--- config.mk ---
export PLATFORM = sky130hd
export DESIGN_NAME = ssi_pin_mux
export DESIGN_NICKNAME = d
export VERILOG_FILES = /design/src/hdl/ssi_pkg.sv /design/src/hdl/ssi_pin_mux.sv /design/src/hdl/ssi_sync.sv /design/src/hdl/ssi_pad.sv
export VERILOG_INCLUDE_DIRS = /design/src /design/src/hdl
export SDC_FILE = /design/constraint.sdc
export NUM_CORES = 1
export LEC_CHECK = 0
export BUFFER_PORTS_ARGS = -buffer_cell sky130_fd_sc_hd__buf_2
export CAP_MARGIN = 20
export CORE_UTILIZATION = 45
export CTS_CLUSTER_SIZE = 24
export DETAILED_ROUTE_END_ITERATION = 16
export PLACE_DENSITY = 0.75
export SLEW_MARGIN = 20
export SYNTH_ARGS = -nofsm -noshare
export SYNTH_HDL_FRONTEND = slang
export SYNTH_SLANG_ARGS = --single-unit
--- constraint.sdc ---
create_clock -name clk_sys -period 1.91 [get_ports clk_sys]
set_clock_uncertainty 0.1 [all_clocks]
set_input_delay 0.382 -clock clk_sys [delete_from_list [all_inputs] [get_ports clk_sys]]
set_output_delay 0.382 -clock clk_sys [all_outputs]
set_load 0.05 [all_outputs]
--- src/hdl/ssi_defs.svh ---
// register offsets, field positions, codes and timing for the secondary interface pin mux
`ifndef SSI_DEFS_SVH
`define SSI_DEFS_SVH

// ----------------------------------------
// register map
// ----------------------------------------
`define SSI_ADDR_W 8
`define SSI_REG_W 16
`define SSI_ADDR_MODE3 8'h09
`define SSI_ADDR_INTERFACE_AB_CONFIG 8'h0d
`define SSI_REG_ZERO 16'h0000

// ----------------------------------------
// interface_ab_config fields
// ----------------------------------------
`define SSI_INTERFACE_AB_CONFIG_MODE_LO 0
`define SSI_INTERFACE_AB_CONFIG_MODE_HI 1
`define SSI_IFACE_OPEN_DRAIN_SEL 2
`define SSI_INTERFACE_AB_CONFIG_EXTCLK 3

// ----------------------------------------
// mode_config_three fields
// ----------------------------------------
`define SSI_MODE3_SER_OD 0
`define SSI_MODE3_TESTVEC 1
`define SSI_MODE3_INVERT 2
`define SSI_MODE3_COMBINE 3

// ----------------------------------------
// secondary interface codes
// ----------------------------------------
`define SSI_IF_PWM 2'h0
`define SSI_IF_ENC 2'h1
`define SSI_IF_HALL 2'h2
`define SSI_IF_SPC 2'h3

// ----------------------------------------
// check values and timing
// ----------------------------------------
`define SSI_CRC8_SEED 8'hff
`define SSI_CRC4_SEED 4'h5
`define SSI_CLK_MHZ 10
`define SSI_BIST_TIMEOUT_US 100

`endif

--- src/hdl/ssi_pkg.sv ---
// types shared by the secondary interface pin mux
package ssi_pkg;

	// ----------------------------------------
	// startup sequencer
	// ----------------------------------------
	typedef enum logic [1:0] {
		SSI_ST_FUSE,
		SSI_ST_BIST,
		SSI_ST_RUN
	} ssi_state_e;

	typedef logic [1:0] ssi_mode_t;

endpackage

--- src/hdl/ssi_pin_mux.sv ---
// secondary interface pin mux, startup loader and configuration registers
// ----------------------------------------
// What this block does
// - logic clock loop reference is the on-chip oscillator by default.
// - host can select external clock on pin C as loop reference.
// - external reference allowed only with pulse-width or short-pulse-code output.
// - exactly one secondary interface drives the three pins beside the serial port.
// - secondary interface runs from fused defaults with no host transaction.
// - at startup fuses load configuration registers; all but the calibration word may then be overwritten.
// - pin A outputs phase A, hall 1, pulse-width or code; input for trigger.
// - pin B outputs only phase B or hall 2.
// - pin C is external clock in, index out or hall 3 out.
// - one drive-mode bit sets push-pull or open-drain for all three pins.
// - serial data pin push-pull by default, open-drain by mode bit.
// - serial bytes checked by 8-bit CRC, code frames by 4-bit nibble.
// - startup runs built-in self-test before the interface goes live.
// - host can enable converter test vectors, stream invert or combine.
// - host talks over serial clock, select and one shared data line.
// ----------------------------------------
`timescale 1ns/1ps
`default_nettype none
`include "ssi_defs.svh"

module ssi_pin_mux #(
	parameter logic [7:0] CRC8_POLY = 8'h1d,
	parameter logic [3:0] CRC4_POLY = 4'h3,
	parameter int BIST_TIMEOUT_US = `SSI_BIST_TIMEOUT_US
) (
	// clock and reset
	input wire logic clk_sys,
	input wire logic rstn,
	// fused defaults
	input wire logic [15:0] fuse_mode3,
	input wire logic [15:0] fuse_interface_ab_config,
	input wire logic [15:0] fuse_cal,
	// configuration access from the serial port engine
	input wire logic cfg_wr_en,
	input wire logic cfg_rd_en,
	input wire logic [7:0] cfg_addr,
	input wire logic [15:0] cfg_wdata,
	output logic [15:0] cfg_rdata,
	// serial data pin and its check
	input wire logic ser_tx_data,
	input wire logic ser_tx_en,
	input wire logic ser_crc_clr,
	input wire logic ser_byte_valid,
	input wire logic [7:0] ser_byte,
	output logic serial_data_o,
	output logic serial_data_oe_n,
	output logic [7:0] ser_crc,
	// secondary protocol sources
	input wire logic pwm_src,
	input wire logic spc_src,
	input wire logic enc_phase_a,
	input wire logic enc_phase_b,
	input wire logic encoder_index,
	input wire logic hall_signal_one,
	input wire logic hall_signal_two,
	input wire logic hall_signal_three,
	// short pulse code nibble check
	input wire logic spc_frame_start,
	input wire logic spc_nib_valid,
	input wire logic [3:0] spc_nib,
	output logic [3:0] spc_crc,
	// interface pins
	input wire logic iface_pin_a_i,
	output logic iface_pin_a_o,
	output logic iface_pin_a_oe_n,
	output logic iface_pin_b_o,
	output logic iface_pin_b_oe_n,
	input wire logic iface_pin_c_i,
	output logic iface_pin_c_o,
	output logic iface_pin_c_oe_n,
	// clock reference and trigger
	output logic pll_ref_ext,
	output logic ext_ref_clk,
	output logic spc_trigger,
	// self-test and test paths
	output logic bist_start,
	input wire logic bist_done,
	input wire logic bist_pass,
	output logic bist_fail,
	output logic startup_done,
	output logic [15:0] cal_word,
	output logic test_vec_en,
	output logic stream_invert,
	output logic stream_combine
);

	// ----------------------------------------
	// constants and checks
	// ----------------------------------------
	localparam int BIST_CYC_RAW = BIST_TIMEOUT_US * `SSI_CLK_MHZ;
	localparam int BIST_CYC = (BIST_CYC_RAW < 1) ? 1 : BIST_CYC_RAW;
	localparam int BIST_CNT_W = $clog2(BIST_CYC + 1);

	// refuse a timeout under 1 us or beyond 4096 cycles
	if (BIST_TIMEOUT_US < 1 || BIST_CYC > 4096) begin : g_bad_timeout
		$error("ssi_pin_mux: self-test timeout out of range");
	end

	// ----------------------------------------
	// startup sequence
	// ----------------------------------------
	ssi_pkg::ssi_state_e state_q;
	logic [BIST_CNT_W-1:0] bist_cnt_q;
	logic bist_start_q;
	logic bist_fail_q;
	logic run;
	logic run_q;

	assign run = (state_q == ssi_pkg::SSI_ST_RUN);

	// fuses land one cycle after reset release, then self-test
	always_ff @(posedge clk_sys) begin
		if (!rstn) begin
			state_q <= ssi_pkg::SSI_ST_FUSE;
		end else begin
			unique case (state_q)
				ssi_pkg::SSI_ST_FUSE: begin
					state_q <= ssi_pkg::SSI_ST_BIST;
				end
				ssi_pkg::SSI_ST_BIST: begin
					if (bist_done || bist_cnt_q == BIST_CNT_W'(BIST_CYC)) begin
						state_q <= ssi_pkg::SSI_ST_RUN;
					end
				end
				ssi_pkg::SSI_ST_RUN: begin
					state_q <= ssi_pkg::SSI_ST_RUN;
				end
				default: begin
					state_q <= ssi_pkg::SSI_ST_FUSE;
				end
			endcase
		end
	end

	// a hung self-test must not keep the interface off forever
	always_ff @(posedge clk_sys) begin
		if (!rstn) begin
			bist_cnt_q <= '0;
			bist_start_q <= 1'b0;
			bist_fail_q <= 1'b0;
			run_q <= 1'b0;
		end else begin
			bist_start_q <= (state_q == ssi_pkg::SSI_ST_FUSE);
			// registered copy of the run state for the output pin
			if (state_q == ssi_pkg::SSI_ST_BIST && (bist_done || bist_cnt_q == BIST_CNT_W'(BIST_CYC))) begin
				run_q <= 1'b1;
			end
			if (state_q == ssi_pkg::SSI_ST_BIST) begin
				bist_cnt_q <= bist_cnt_q + BIST_CNT_W'(1);
				if (bist_done) begin
					bist_fail_q <= ~bist_pass;
				end else if (bist_cnt_q == BIST_CNT_W'(BIST_CYC)) begin
					bist_fail_q <= 1'b1;
				end
			end
		end
	end

	// ----------------------------------------
	// configuration registers
	// ----------------------------------------
	logic [15:0] mode3_q;
	logic [15:0] interface_ab_config_q;
	logic [15:0] cal_q;
	logic [15:0] rdata_q;

	// copied from fuses, afterwards mode3 and interface_ab_config writable by the host
	always_ff @(posedge clk_sys) begin
		if (!rstn) begin
			mode3_q <= `SSI_REG_ZERO;
			interface_ab_config_q <= `SSI_REG_ZERO;
			cal_q <= `SSI_REG_ZERO;
		end else if (state_q == ssi_pkg::SSI_ST_FUSE) begin
			mode3_q <= fuse_mode3;
			interface_ab_config_q <= fuse_interface_ab_config;
			cal_q <= fuse_cal;
		end else if (cfg_wr_en) begin
			if (cfg_addr == `SSI_ADDR_MODE3) begin
				mode3_q <= cfg_wdata;
			end
			if (cfg_addr == `SSI_ADDR_INTERFACE_AB_CONFIG) begin
				interface_ab_config_q <= cfg_wdata;
			end
		end
	end

	// unmapped addresses read zero
	always_ff @(posedge clk_sys) begin
		if (!rstn) begin
			rdata_q <= `SSI_REG_ZERO;
		end else if (cfg_rd_en) begin
			unique case (cfg_addr)
				`SSI_ADDR_MODE3: rdata_q <= mode3_q;
				`SSI_ADDR_INTERFACE_AB_CONFIG: rdata_q <= interface_ab_config_q;
				default: rdata_q <= `SSI_REG_ZERO;
			endcase
		end
	end

	// ----------------------------------------
	// mode decode and clock reference
	// ----------------------------------------
	ssi_pkg::ssi_mode_t mode;
	logic iface_od;
	logic ext_ok;
	logic pll_ref_ext_q;
	logic test_vec_q;
	logic invert_q;
	logic combine_q;

	assign mode = interface_ab_config_q[`SSI_INTERFACE_AB_CONFIG_MODE_HI:`SSI_INTERFACE_AB_CONFIG_MODE_LO];
	assign iface_od = interface_ab_config_q[`SSI_IFACE_OPEN_DRAIN_SEL];
	assign ext_ok = (mode == `SSI_IF_PWM) || (mode == `SSI_IF_SPC);

	// oscillator stays the reference unless the mode allows otherwise
	always_ff @(posedge clk_sys) begin
		if (!rstn) begin
			pll_ref_ext_q <= 1'b0;
		end else begin
			pll_ref_ext_q <= interface_ab_config_q[`SSI_INTERFACE_AB_CONFIG_EXTCLK] & ext_ok;
		end
	end

	always_ff @(posedge clk_sys) begin
		if (!rstn) begin
			test_vec_q <= 1'b0;
			invert_q <= 1'b0;
			combine_q <= 1'b0;
		end else begin
			test_vec_q <= run & mode3_q[`SSI_MODE3_TESTVEC];
			invert_q <= run & mode3_q[`SSI_MODE3_INVERT];
			combine_q <= run & mode3_q[`SSI_MODE3_COMBINE];
		end
	end

	// ----------------------------------------
	// pin routing
	// ----------------------------------------
	logic a_data;
	logic a_en;
	logic b_data;
	logic b_en;
	logic c_data;
	logic c_en;

	// pins stay released until fuses and self-test are done
	always_comb begin
		a_data = 1'b0;
		b_data = 1'b0;
		c_data = 1'b0;
		a_en = 1'b0;
		b_en = 1'b0;
		c_en = 1'b0;
		unique case (mode)
			`SSI_IF_PWM: begin
				a_data = pwm_src;
				a_en = run;
			end
			`SSI_IF_ENC: begin
				a_data = enc_phase_a;
				b_data = enc_phase_b;
				c_data = encoder_index;
				a_en = run;
				b_en = run;
				c_en = run;
			end
			`SSI_IF_HALL: begin
				a_data = hall_signal_one;
				b_data = hall_signal_two;
				c_data = hall_signal_three;
				a_en = run;
				b_en = run;
				c_en = run;
			end
			`SSI_IF_SPC: begin
				a_data = spc_src;
				a_en = run;
			end
		endcase
	end

	ssi_pad u_pad_a (
		.clk_sys(clk_sys),
		.rstn(rstn),
		.data(a_data),
		.drive_en(a_en),
		.open_drain(iface_od),
		.pin_o(iface_pin_a_o),
		.pin_oe_n(iface_pin_a_oe_n)
	);

	ssi_pad u_pad_b (
		.clk_sys(clk_sys),
		.rstn(rstn),
		.data(b_data),
		.drive_en(b_en),
		.open_drain(iface_od),
		.pin_o(iface_pin_b_o),
		.pin_oe_n(iface_pin_b_oe_n)
	);

	ssi_pad u_pad_c (
		.clk_sys(clk_sys),
		.rstn(rstn),
		.data(c_data),
		.drive_en(c_en),
		.open_drain(iface_od),
		.pin_o(iface_pin_c_o),
		.pin_oe_n(iface_pin_c_oe_n)
	);

	// host owns the line framing; only drive mode lives here
	ssi_pad u_pad_ser (
		.clk_sys(clk_sys),
		.rstn(rstn),
		.data(ser_tx_data),
		.drive_en(ser_tx_en),
		.open_drain(mode3_q[`SSI_MODE3_SER_OD]),
		.pin_o(serial_data_o),
		.pin_oe_n(serial_data_oe_n)
	);

	// ----------------------------------------
	// pin inputs
	// ----------------------------------------
	logic pin_a_lvl;
	logic pin_c_lvl;
	logic pin_a_prev_q;
	logic trig_q;
	logic ext_clk_q;

	ssi_sync u_sync_a (
		.clk_sys(clk_sys),
		.rstn(rstn),
		.async_in(iface_pin_a_i),
		.level_out(pin_a_lvl)
	);

	ssi_sync u_sync_c (
		.clk_sys(clk_sys),
		.rstn(rstn),
		.async_in(iface_pin_c_i),
		.level_out(pin_c_lvl)
	);

	// trigger is a falling edge pulled by the master on pin A
	always_ff @(posedge clk_sys) begin
		if (!rstn) begin
			pin_a_prev_q <= 1'b1;
			trig_q <= 1'b0;
			ext_clk_q <= 1'b0;
		end else begin
			pin_a_prev_q <= pin_a_lvl;
			trig_q <= run & (mode == `SSI_IF_SPC) & pin_a_prev_q & ~pin_a_lvl;
			ext_clk_q <= pll_ref_ext_q & pin_c_lvl;
		end
	end

	// ----------------------------------------
	// transfer checks
	// ----------------------------------------
	function automatic logic [7:0] crc8_byte(input logic [7:0] crc, input logic [7:0] dat);
		logic [7:0] c;
		c = crc;
		for (int i = 7; i >= 0; i--) begin
			c = (c[7] ^ dat[i]) ? ((c << 1) ^ CRC8_POLY) : (c << 1);
		end
		return c;
	endfunction

	function automatic logic [3:0] crc4_nib(input logic [3:0] crc, input logic [3:0] dat);
		logic [3:0] c;
		c = crc;
		for (int i = 3; i >= 0; i--) begin
			c = (c[3] ^ dat[i]) ? ((c << 1) ^ CRC4_POLY) : (c << 1);
		end
		return c;
	endfunction

	logic [7:0] ser_crc_q;
	logic [3:0] spc_crc_q;

	always_ff @(posedge clk_sys) begin
		if (!rstn || ser_crc_clr) begin
			ser_crc_q <= `SSI_CRC8_SEED;
		end else if (ser_byte_valid) begin
			ser_crc_q <= crc8_byte(ser_crc_q, ser_byte);
		end
	end

	always_ff @(posedge clk_sys) begin
		if (!rstn || spc_frame_start) begin
			spc_crc_q <= `SSI_CRC4_SEED;
		end else if (spc_nib_valid) begin
			spc_crc_q <= crc4_nib(spc_crc_q, spc_nib);
		end
	end

	// ----------------------------------------
	// outputs
	// ----------------------------------------
	assign cfg_rdata = rdata_q;
	assign ser_crc = ser_crc_q;
	assign spc_crc = spc_crc_q;
	assign pll_ref_ext = pll_ref_ext_q;
	assign ext_ref_clk = ext_clk_q;
	assign spc_trigger = trig_q;
	assign bist_start = bist_start_q;
	assign bist_fail = bist_fail_q;
	assign startup_done = run_q;
	assign cal_word = cal_q;
	assign test_vec_en = test_vec_q;
	assign stream_invert = invert_q;
	assign stream_combine = combine_q;
endmodule // ssi_pin_mux

`default_nettype wire

--- src/hdl/ssi_sync.sv ---
// three-flop input synchroniser with agreement filter
`timescale 1ns/1ps
`default_nettype none

module ssi_sync (
	// clock and reset
	input wire logic clk_sys,
	input wire logic rstn,
	// asynchronous level in, filtered level out
	input wire logic async_in,
	output logic level_out
);

	logic s1_q;
	logic s2_q;
	logic s3_q;
	logic level_q;

	always_ff @(posedge clk_sys) begin
		if (!rstn) begin
			s1_q <= 1'b0;
			s2_q <= 1'b0;
			s3_q <= 1'b0;
		end else begin
			s1_q <= async_in;
			s2_q <= s1_q;
			s3_q <= s2_q;
		end
	end

	// a change counts only once stages two and three agree
	always_ff @(posedge clk_sys) begin
		if (!rstn) begin
			level_q <= 1'b0;
		end else if (s2_q == s3_q) begin
			level_q <= s3_q;
		end
	end

	assign level_out = level_q;

endmodule // ssi_sync

`default_nettype wire

--- src/hdl/ssi_pad.sv ---
// registered pad driver, push-pull or open-drain
`timescale 1ns/1ps
`default_nettype none

module ssi_pad (
	// clock and reset
	input wire logic clk_sys,
	input wire logic rstn,
	// drive request
	input wire logic data,
	input wire logic drive_en,
	input wire logic open_drain,
	// pad
	output logic pin_o,
	output logic pin_oe_n
);

	logic pin_q;
	logic oe_n_q;

	// open drain only pulls low; a high is left to the pull-up
	always_ff @(posedge clk_sys) begin
		if (!rstn) begin
			pin_q <= 1'b0;
			oe_n_q <= 1'b1;
		end else if (open_drain) begin
			pin_q <= 1'b0;
			oe_n_q <= ~(drive_en & ~data);
		end else begin
			pin_q <= data;
			oe_n_q <= ~drive_en;
		end
	end

	assign pin_o = pin_q;
	assign pin_oe_n = oe_n_q;

endmodule // ssi_pad

`default_nettype wire

==> results.txt, run 1 <==
The die area came out at between 10000 and 15000 um2. Among all flip-flop cells after synthesis, the most frequent one is dfxtp_1. The routability congestion estimate came out at slightly below 0.8. The clock drives around 110 sinks.

The initial antenna violation count is 0. The post-route worst setup slack is 0.107 ns. During I/O placement, the number of pins put on the boundary was approximately 170. The critical path goes through xnor2_2 -> buf_4 -> xnor2_2 -> xnor2_1 -> xor3_1 -> a21oi_1 -> nand3b_1. The portion of the post-synthesis area used by sequential elements came out at a little under half. The mean cell area of the mapped netlist came out at 9.47 um2. The site row count is 38. The repair_antennas step left the layout with diodes totalling 0. The leakage component of the power is roughly 0.0030 uW. The total power consumption of the routed design came out at just under 10000 uW. The highest-delay cell along the critical path is dfxtp_2. The number of enable flip-flop cells after synthesis came out at 0.

By instance count, the cell type seen most on the critical path is xnor2_2. The period utilization is 94.4%. The count of state elements after synthesis is 114.

The synthesized netlist contains around 40 unique library cells. Synthesis handed over a netlist of about 530 instances. VDD sags by at most 0.739 mV.

The CTS clock-pin slew for the worst setup and hold paths is approximately 0.06 ns. The initial cell density of the core came out at a little under half. The number of global-route vias before repair was between 4000 and 5000.

The first global-routing pass estimated approximately 19 mm of wire. The fraction of registers with async set or reset after synthesis is 0%. The final count of negative-setup-slack endpoints is 0. The net total in the final layout came out at just over 800. The number of failing hold endpoints at the final stage is 0. The number of DRC violations after detailed-routing iteration 0 is between 150 and 200. After global routing the overflow that remains totals 0.

The standard cell core area is approximately 11000 um2. The via count of the routed design is between 4000 and 5000. The delay of the slowest critical-path stage came out at between 0.3 and 0.4 ns.

The total CTS buffers came out at 17. The number of max-slew violations in the final report came out at 0. The maximum clock frequency came out at about 550 MHz. The via density per instance is about 5. The library cell used most frequently in the layout, excluding fill and tap cells, is buf_2. The worst path required time came out at 2.26 ns. The data arrival at the endpoint of the critical path came out at roughly 2.2 ns.

The remaining design rule violation count came out at 0. The worst setup path is captured at a flip-flop. Relative to the synthesized area, the layout overhead comes to 35.5%. The tree is rooted in a clkbuf_8. In the final layout, the share of cells above drive strength 1 is 32.6%.

The final period demand of the worst path is ~1.8 ns. The post-detailed-placement half-perimeter wirelength came out at between 8 and 9 mm. STA classifies the critical path startpoint as a flip-flop. In the layout the commonest cells are buf_2, dfxtp_1, mux2i_1. The ratio of total power to cell area came out at approximately 1400 nW/um2.

The max-cap violation count came out at 0. The top fanout value on the critical path came out at 3. The count of input and output buffers came out at between 150 and 200. The worst relative slew slack is 63.6%.

The number of filler instances in the final layout came out at around 910. The clock latency on the worst-skew pair came out at ~0.5 ns. The Yosys warning count is 0.

The path class of the lowest-slack min-delay path is in2reg. Entering global routing, the biggest net connects ~100 pins. For this run, the total global-route usage over all layers was measured as 21.6%. The setup slack on the worst flop-to-flop path came out at ~0.11 ns. The H-tree depth reported by CTS came out at 4.

In the final routed layout, each cell accounts on average for roughly 14 um. The detailed-routing iteration count for the pre-antenna-repair pass came out at 6. The worst setup path is of the reg2reg kind.

The die is roughly 110 um tall. The pre-CTS worst setup slack came out at -0.362 ns. The total standard cell area after synthesis is 4980 um2.

The net count after synthesis came out at about 640. The remaining number of nets flagged by the antenna check after routing is 0. The wire length reported by the detailed router came out at about 12 mm.

The flow ran to the end, and the final reports show no timing, DRC or antenna violations. Setup repair after global routing left no endpoint under its margin. For the pin with the worst max-slew slack, the measured transition is ~0.54 ns. The TritonCTS clock tree is yes. The die width is 107 um. No sink is reached through more buffers than the 2 on the longest clock path.
[cells by family (layout without fill, tap and decap cells)]
group / count (synthesis) / count (layout) / synth area share, %
AO/OA/AOI/OAI: 114 / 114 / 12.6
XOR/XNOR: 42 / 42 / 7.84
adder cells (fa/ha/maj): 9 / 9 / 2.26
buffers and inverters: 56 / 251 / 4.90
flip-flops: 114 / 114 / 45.8
multiplexers: 60 / 60 / 12.1
AND/OR/NAND/NOR: 131 / 131 / 14.5
[cell usage after synthesis (2+ instances only)]
master,n,area (um2)
buf_4,2,15.0
xnor2_1,33,289
or3_1,2,12.5
nor2b_1,23,144
nand2_1,36,135
clkbuf_1,22,82.6
nand2b_1,3,18.8
nand4_1,7,43.8
and2_1,33,206
buf_2,2,10.0
mux2i_1,60,601
and3_1,9,56.3
o21ai_0,42,210
a22o_1,2,17.5
dfxtp_1,114,2280
o22ai_1,16,100
xor2_1,7,61.3
buf_1,3,11.3
ha_1,9,113
a21boi_0,4,30.0
inv_1,24,90.1
nor2_1,5,18.8
a21oi_1,45,225
nand3_1,6,30.0
[path summary, 6_finish.rpt]
check | start | end | cells past startpoint
setup / recovery | ser_crc[5]$_SDFFE_PP1P_ | ser_crc[3]$_SDFFE_PP1P_ | 7
hold reg to reg | u_sync_a.s1_q$_SDFF_PN0_ | u_sync_a.s2_q$_SDFF_PN0_ | 1
setup reg to reg | ser_crc[5]$_SDFFE_PP1P_ | ser_crc[3]$_SDFFE_PP1P_ | 7
hold / removal | fuse_cal[11] | cal_word[11]$_SDFFE_PN0P_ | 3
[sequential cells by signal, indices dropped and copies added (netlist names), 2 cells and up]
name	flops
spc_crc	4
interface_ab_config_q	16
cal_word	16
state_q	2
mode3_q	16
cfg_rdata	16
ser_crc	8
bist_cnt_q	10
[what timing repair did]
item,in CTS,in global routing
endpoints found under the hold margin,5,0
endpoints found under the setup margin,1,1
resized for setup,1,3
pin swaps,1,0
buffers inserted,0,0
hold buffers,5,0
[critical path: cells and delay by family, from the launching register on]
kind                      cells  cell delay, ns
and+or+nand+nor               1            0.11
AOI/OAI and AO/OA             1            0.14
xor gates and xnor gates      4            0.87
DFF                           1            0.34
buffers and inverters         1            0.17
[area by class of cell]
type / count / area (um2) / share of cell area, %
Timing Repair Buffer: 194 / 1100 / 16.4
Multi-Input combinational cell: 356 / 2510 / 37.2
Clock buffer: 22 / 443 / 6.56
Clock inverter: 10 / 134 / 1.98
Sequential cell: 114 / 2290 / 33.9
Inverter: 25 / 93.8 / 1.39
Tap cell: 140 / 175 / 2.60
[per-layer routing]
metal | global-route usage [%] | wire (um) | up-vias
li1 | - | - | 2153
met1 | 25.8 | 5320 | 2029
met2 | 37.0 | 6030 | 117
met3 | 5.23 | 572 | 14
met4 | 8.90 | 176 | 0
met5 | 0 | 0 | -
[power breakdown]
| group | switching, uW | internal, uW |
|---|---|---|
| clock network | 1050 | 2010 |
| registers | 328 | 2880 |
| logic | 2000 | 1360 |
[stage by stage]
| stage | setup TNS (ns) | instances | util (%) | hold WS (ns) | cell area, um2 |
|---|---|---|---|---|---|
| 2_1_floorplan | -3.08 | 526 | - | 0.312 | 5020 |
| 3_3_place_gp | -7.30 | 824 | 56.4 | 0.331 | 6090 |
| 3_5_place_dp | -9.42 | 824 | 56.4 | 0.318 | 6090 |
| 4_1_cts | 0 | 861 | 62.3 | 0.0157 | 6730 |
| 5_1_grt | 0 | 861 | 62.5 | 0.0269 | 6750 |
| 6_report | 0 | 861 | 62.5 | 0.0299 | 6750 |
No activity file was read; power rests on OpenSTA's default activity.
==> inputs of run 2 (changes only) <==
Settings changed: CORE_ASPECT_RATIO set to 0.75, CORE_MARGIN set to 2, CORE_UTILIZATION 45 to 50, PLACE_DENSITY 0.75 to 0.79.
Clock period 1.91 ns to 1.8 ns, I/O delays scaled along.
==> results.txt, run 2 (same netlist as run 1, synthesis figures left out) <==
The hold-fix buffer count after cts came to 0 (was 5). The worst relative slew slack is 75.9% (was 63.6%). The count of buffer and inverter cells on the critical path is 2 (was 1). The top fanout value on the critical path is 8 (was 3). The largest net degree at the start of global routing came out at 74 (was 102).

The post-synthesis to final-layout area growth came out at 42.0% (was 35.5%). The startpoint type of the worst setup path is an input pin (was flip-flop). The instance area at placement is 6120 um2 (was 6090 um2). The overall overflow remaining after global route was 0 (unchanged). The number of instances in the placed design was 819 (was 824). The highest-delay cell along the critical path was or4b_4 (was dfxtp_2). The delay of the slowest critical-path stage is 0.54 ns (was 0.34 ns). The cell family with the largest share of critical-path delay is simple AND/OR/NAND/NOR gates (was XOR/XNOR gates). The max-cap violation count came out at 0 (unchanged). The initial cell density of the core is 51.6% (was 46.1%). The TritonCTS clock tree was yes (unchanged). The path class of the lowest-slack min-delay path is in2reg (unchanged). The die width came out at 119 um (was 107 um). The total CTS buffers came out at 17 (unchanged). The number of I/O pins is 167 (unchanged). The detailed-routing iteration count for the pre-antenna-repair pass was 4 (was 6).

The buffer levels on the longest clock path came out at 2 (unchanged). The vertical die dimension came out at 90.4 um (was 107 um). The clock latency on the worst-skew pair came out at 0.40 ns (was 0.51 ns). The net total in the final layout is 831 (was 823). The post-route setup TNS is -0.375 ns (was 0 ns). Setup repair after global routing missed its margin: yes (was no).

The number of global-route vias before repair came to 4369 (was 4226). The number of filler instances in the final layout is 686 (was 912). The post-detailed-placement half-perimeter wirelength is 8.99 mm (was 8.71 mm). The CTS clock-pin slew for the worst setup and hold paths is 0.05 ns (was 0.06 ns). The pre-CTS worst setup slack came out at -0.444 ns (was -0.362 ns). The remaining design rule violation count is 0 (unchanged). The initial antenna violation count came out at 1 (was 0). The standard cell core area came out at 9660 um2 (was 10800 um2). The wire length of the first global-routing pass came out at 20.5 mm (was 19.4 mm). The leakage component of the power is 0.00316 uW (was 0.00302 uW). The final count of negative-setup-slack endpoints is 18 (was 0). The peak supply drop was 1.14 mV (was 0.739 mV). The most frequent standard cell in the layout excluding fill and tap cells is buf_2 (unchanged).

The worst path uses 104% of the clock period. The final period demand of the worst path is between 1.5 and 2 ns. The site row count is 31 (was 38). The total number of clock tree sinks was 114 (unchanged).

The via count of the routed design was 4376 (was 4313). The non-filler instance count after layout is 861 (unchanged). The critical path endpoint category is a flip-flop (unchanged). Critical path, cell by cell: buf_6 -> or4b_4 -> nor3_4 -> and3_4 -> and2b_2 -> buf_12 -> mux2i_2 -> a21oi_1 (was xnor2_2 -> buf_4 -> xnor2_2 -> xnor2_1 -> xor3_1 -> a21oi_1 -> nand3b_1). The count of input and output buffers is 166 (unchanged).

The post-route worst setup slack came out at -0.0694 ns (was 0.107 ns). The detailed-route wire length per cell came out at 15.5 um (was 14.1 um). The number of max-slew violations in the final report came out at 0 (unchanged). The worst hold path depth is 2 (was 3). The measured slew at the worst slew-check pin came out at 0.359 ns (was 0.545 ns). The data arrival at the endpoint of the critical path came out at 2.04 ns (was 2.15 ns). The remaining number of nets flagged by the antenna check after routing came out at 0 (unchanged). The number of cell instances on the worst register-to-register path is 7 (unchanged). The total track usage came out at 23.9% (was 21.6%). The post-layout instance area was 7070 um2 (was 6750 um2). The share of layout cells above drive strength 1 came out at 36.5% (was 32.6%). Status: finished, violations left (was finished, final reports clean). The critical path class was in2reg (was reg2reg). Highest-count cells in the layout ignoring fill and taps: buf_2, dfxtp_1, mux2i_1 (unchanged).

The routability congestion estimate came out at 0.785 (was 0.779). The H-tree depth reported by CTS is 4 (unchanged). The maximum clock frequency is 535 MHz. The die area is 10800 um2 (was 11500 um2).

The wire length reported by the detailed router was 13.3 mm (was 12.1 mm). The ratio of total power to cell area came out at 1510 nW/um2 (was 1430 nW/um2). The worst path required time is 1.97 ns (was 2.26 ns).

The final reports fail on negative setup slack. The cell count along the critical path is 8 (was 7). The buffer cell driving the clock tree root is clkbuf_16 (was clkbuf_8). The number of failing hold endpoints at the final stage is 0 (unchanged).

The number of DRC violations after detailed-routing iteration 0 came out at 244 (was 159). The setup slack on the worst flop-to-flop path is -0.02 ns (was 0.11 ns). The total power consumption of the routed design came to 10600 uW (was 9630 uW). The via density per instance came out at 5.08 (was 5.01). The final antenna diode count is 0 (unchanged).
[run 2: changes by cell type in the layout (fill, tap and decap cells not counted), moves of 3 or more]
cell           delta
xnor2_4           +3
buf_6             +3
clkbuf_16         +4
o22ai_1           -3
xnor2_1           -3
dlygate4sd3_1     -5
xor2_1            -3
o22ai_2           +3
buf_4             +5
buf_12            +3
[run 2: path summary, 6_finish.rpt]
kind | from | endpoint
max | cfg_addr[1] | mode3_q[4]$_SDFFE_PN0P_
min reg2reg | u_sync_a.s1_q$_SDFF_PN0_ | u_sync_a.s2_q$_SDFF_PN0_
min | ser_tx_en | u_pad_ser.pin_oe_n$_SDFF_PN1_
max reg2reg | ser_crc[6]$_SDFFE_PP1P_ | ser_crc[3]$_SDFFE_PP1P_
[run 2: cell type report]
class                           instances  area, um2  area share [%]
Sequential cell                       114       2290            32.4
Tap cell                              132        165            2.34
Inverter                               25       93.8            1.33
Clock buffer                           23        488            6.90
Clock inverter                          9        128            1.80
Multi-Input combinational cell        356       2650            37.5
Timing Repair Buffer                  202       1250            17.7
[run 2: per-stage QoR]
stage | util [%] | hold WS, ns
2_1_floorplan | - | 0.312
3_3_place_gp | 63.4 | 0.322
3_5_place_dp | 63.4 | 0.320
4_1_cts | 70.5 | 0.0490
5_1_grt | 73.2 | 0.0486
6_report | 73.2 | 0.0655
[run 2: repair_timing]
action                     4_1_cts  5_1_grt
gates resized for setup          6       28
cloned                           1        2
pin swaps                        3       18
setup buffers                    3        4
setup endpoints to repair       11       49
[run 2: layer usage]
metal  part of all wire, %  vias to the layer above  track usage (%)
met5                 0.082                        -                0
met4                   1.3                        2             7.34
met3                   7.0                       16             7.13
met2                    50                      145             40.7
met1                    42                     2039             29.1
li1                      -                     2174                -
[run 2: power breakdown]
part | internal, uW | total, uW | switching, uW
clock | 2320 | 3450 | 1130
sequential | 3060 | 3430 | 369
combinational | 1580 | 3770 | 2190
[run 2: worst register-to-register path, stage by stage, from the launching register on]
cell and delay [ns]:
dfxtp_2 0.33, xnor2_2 0.14, buf_4 0.16, xor2_4 0.15, xnor2_2 0.19, xor3_1 0.45
a21oi_1 0.12, nand3b_1 0.12
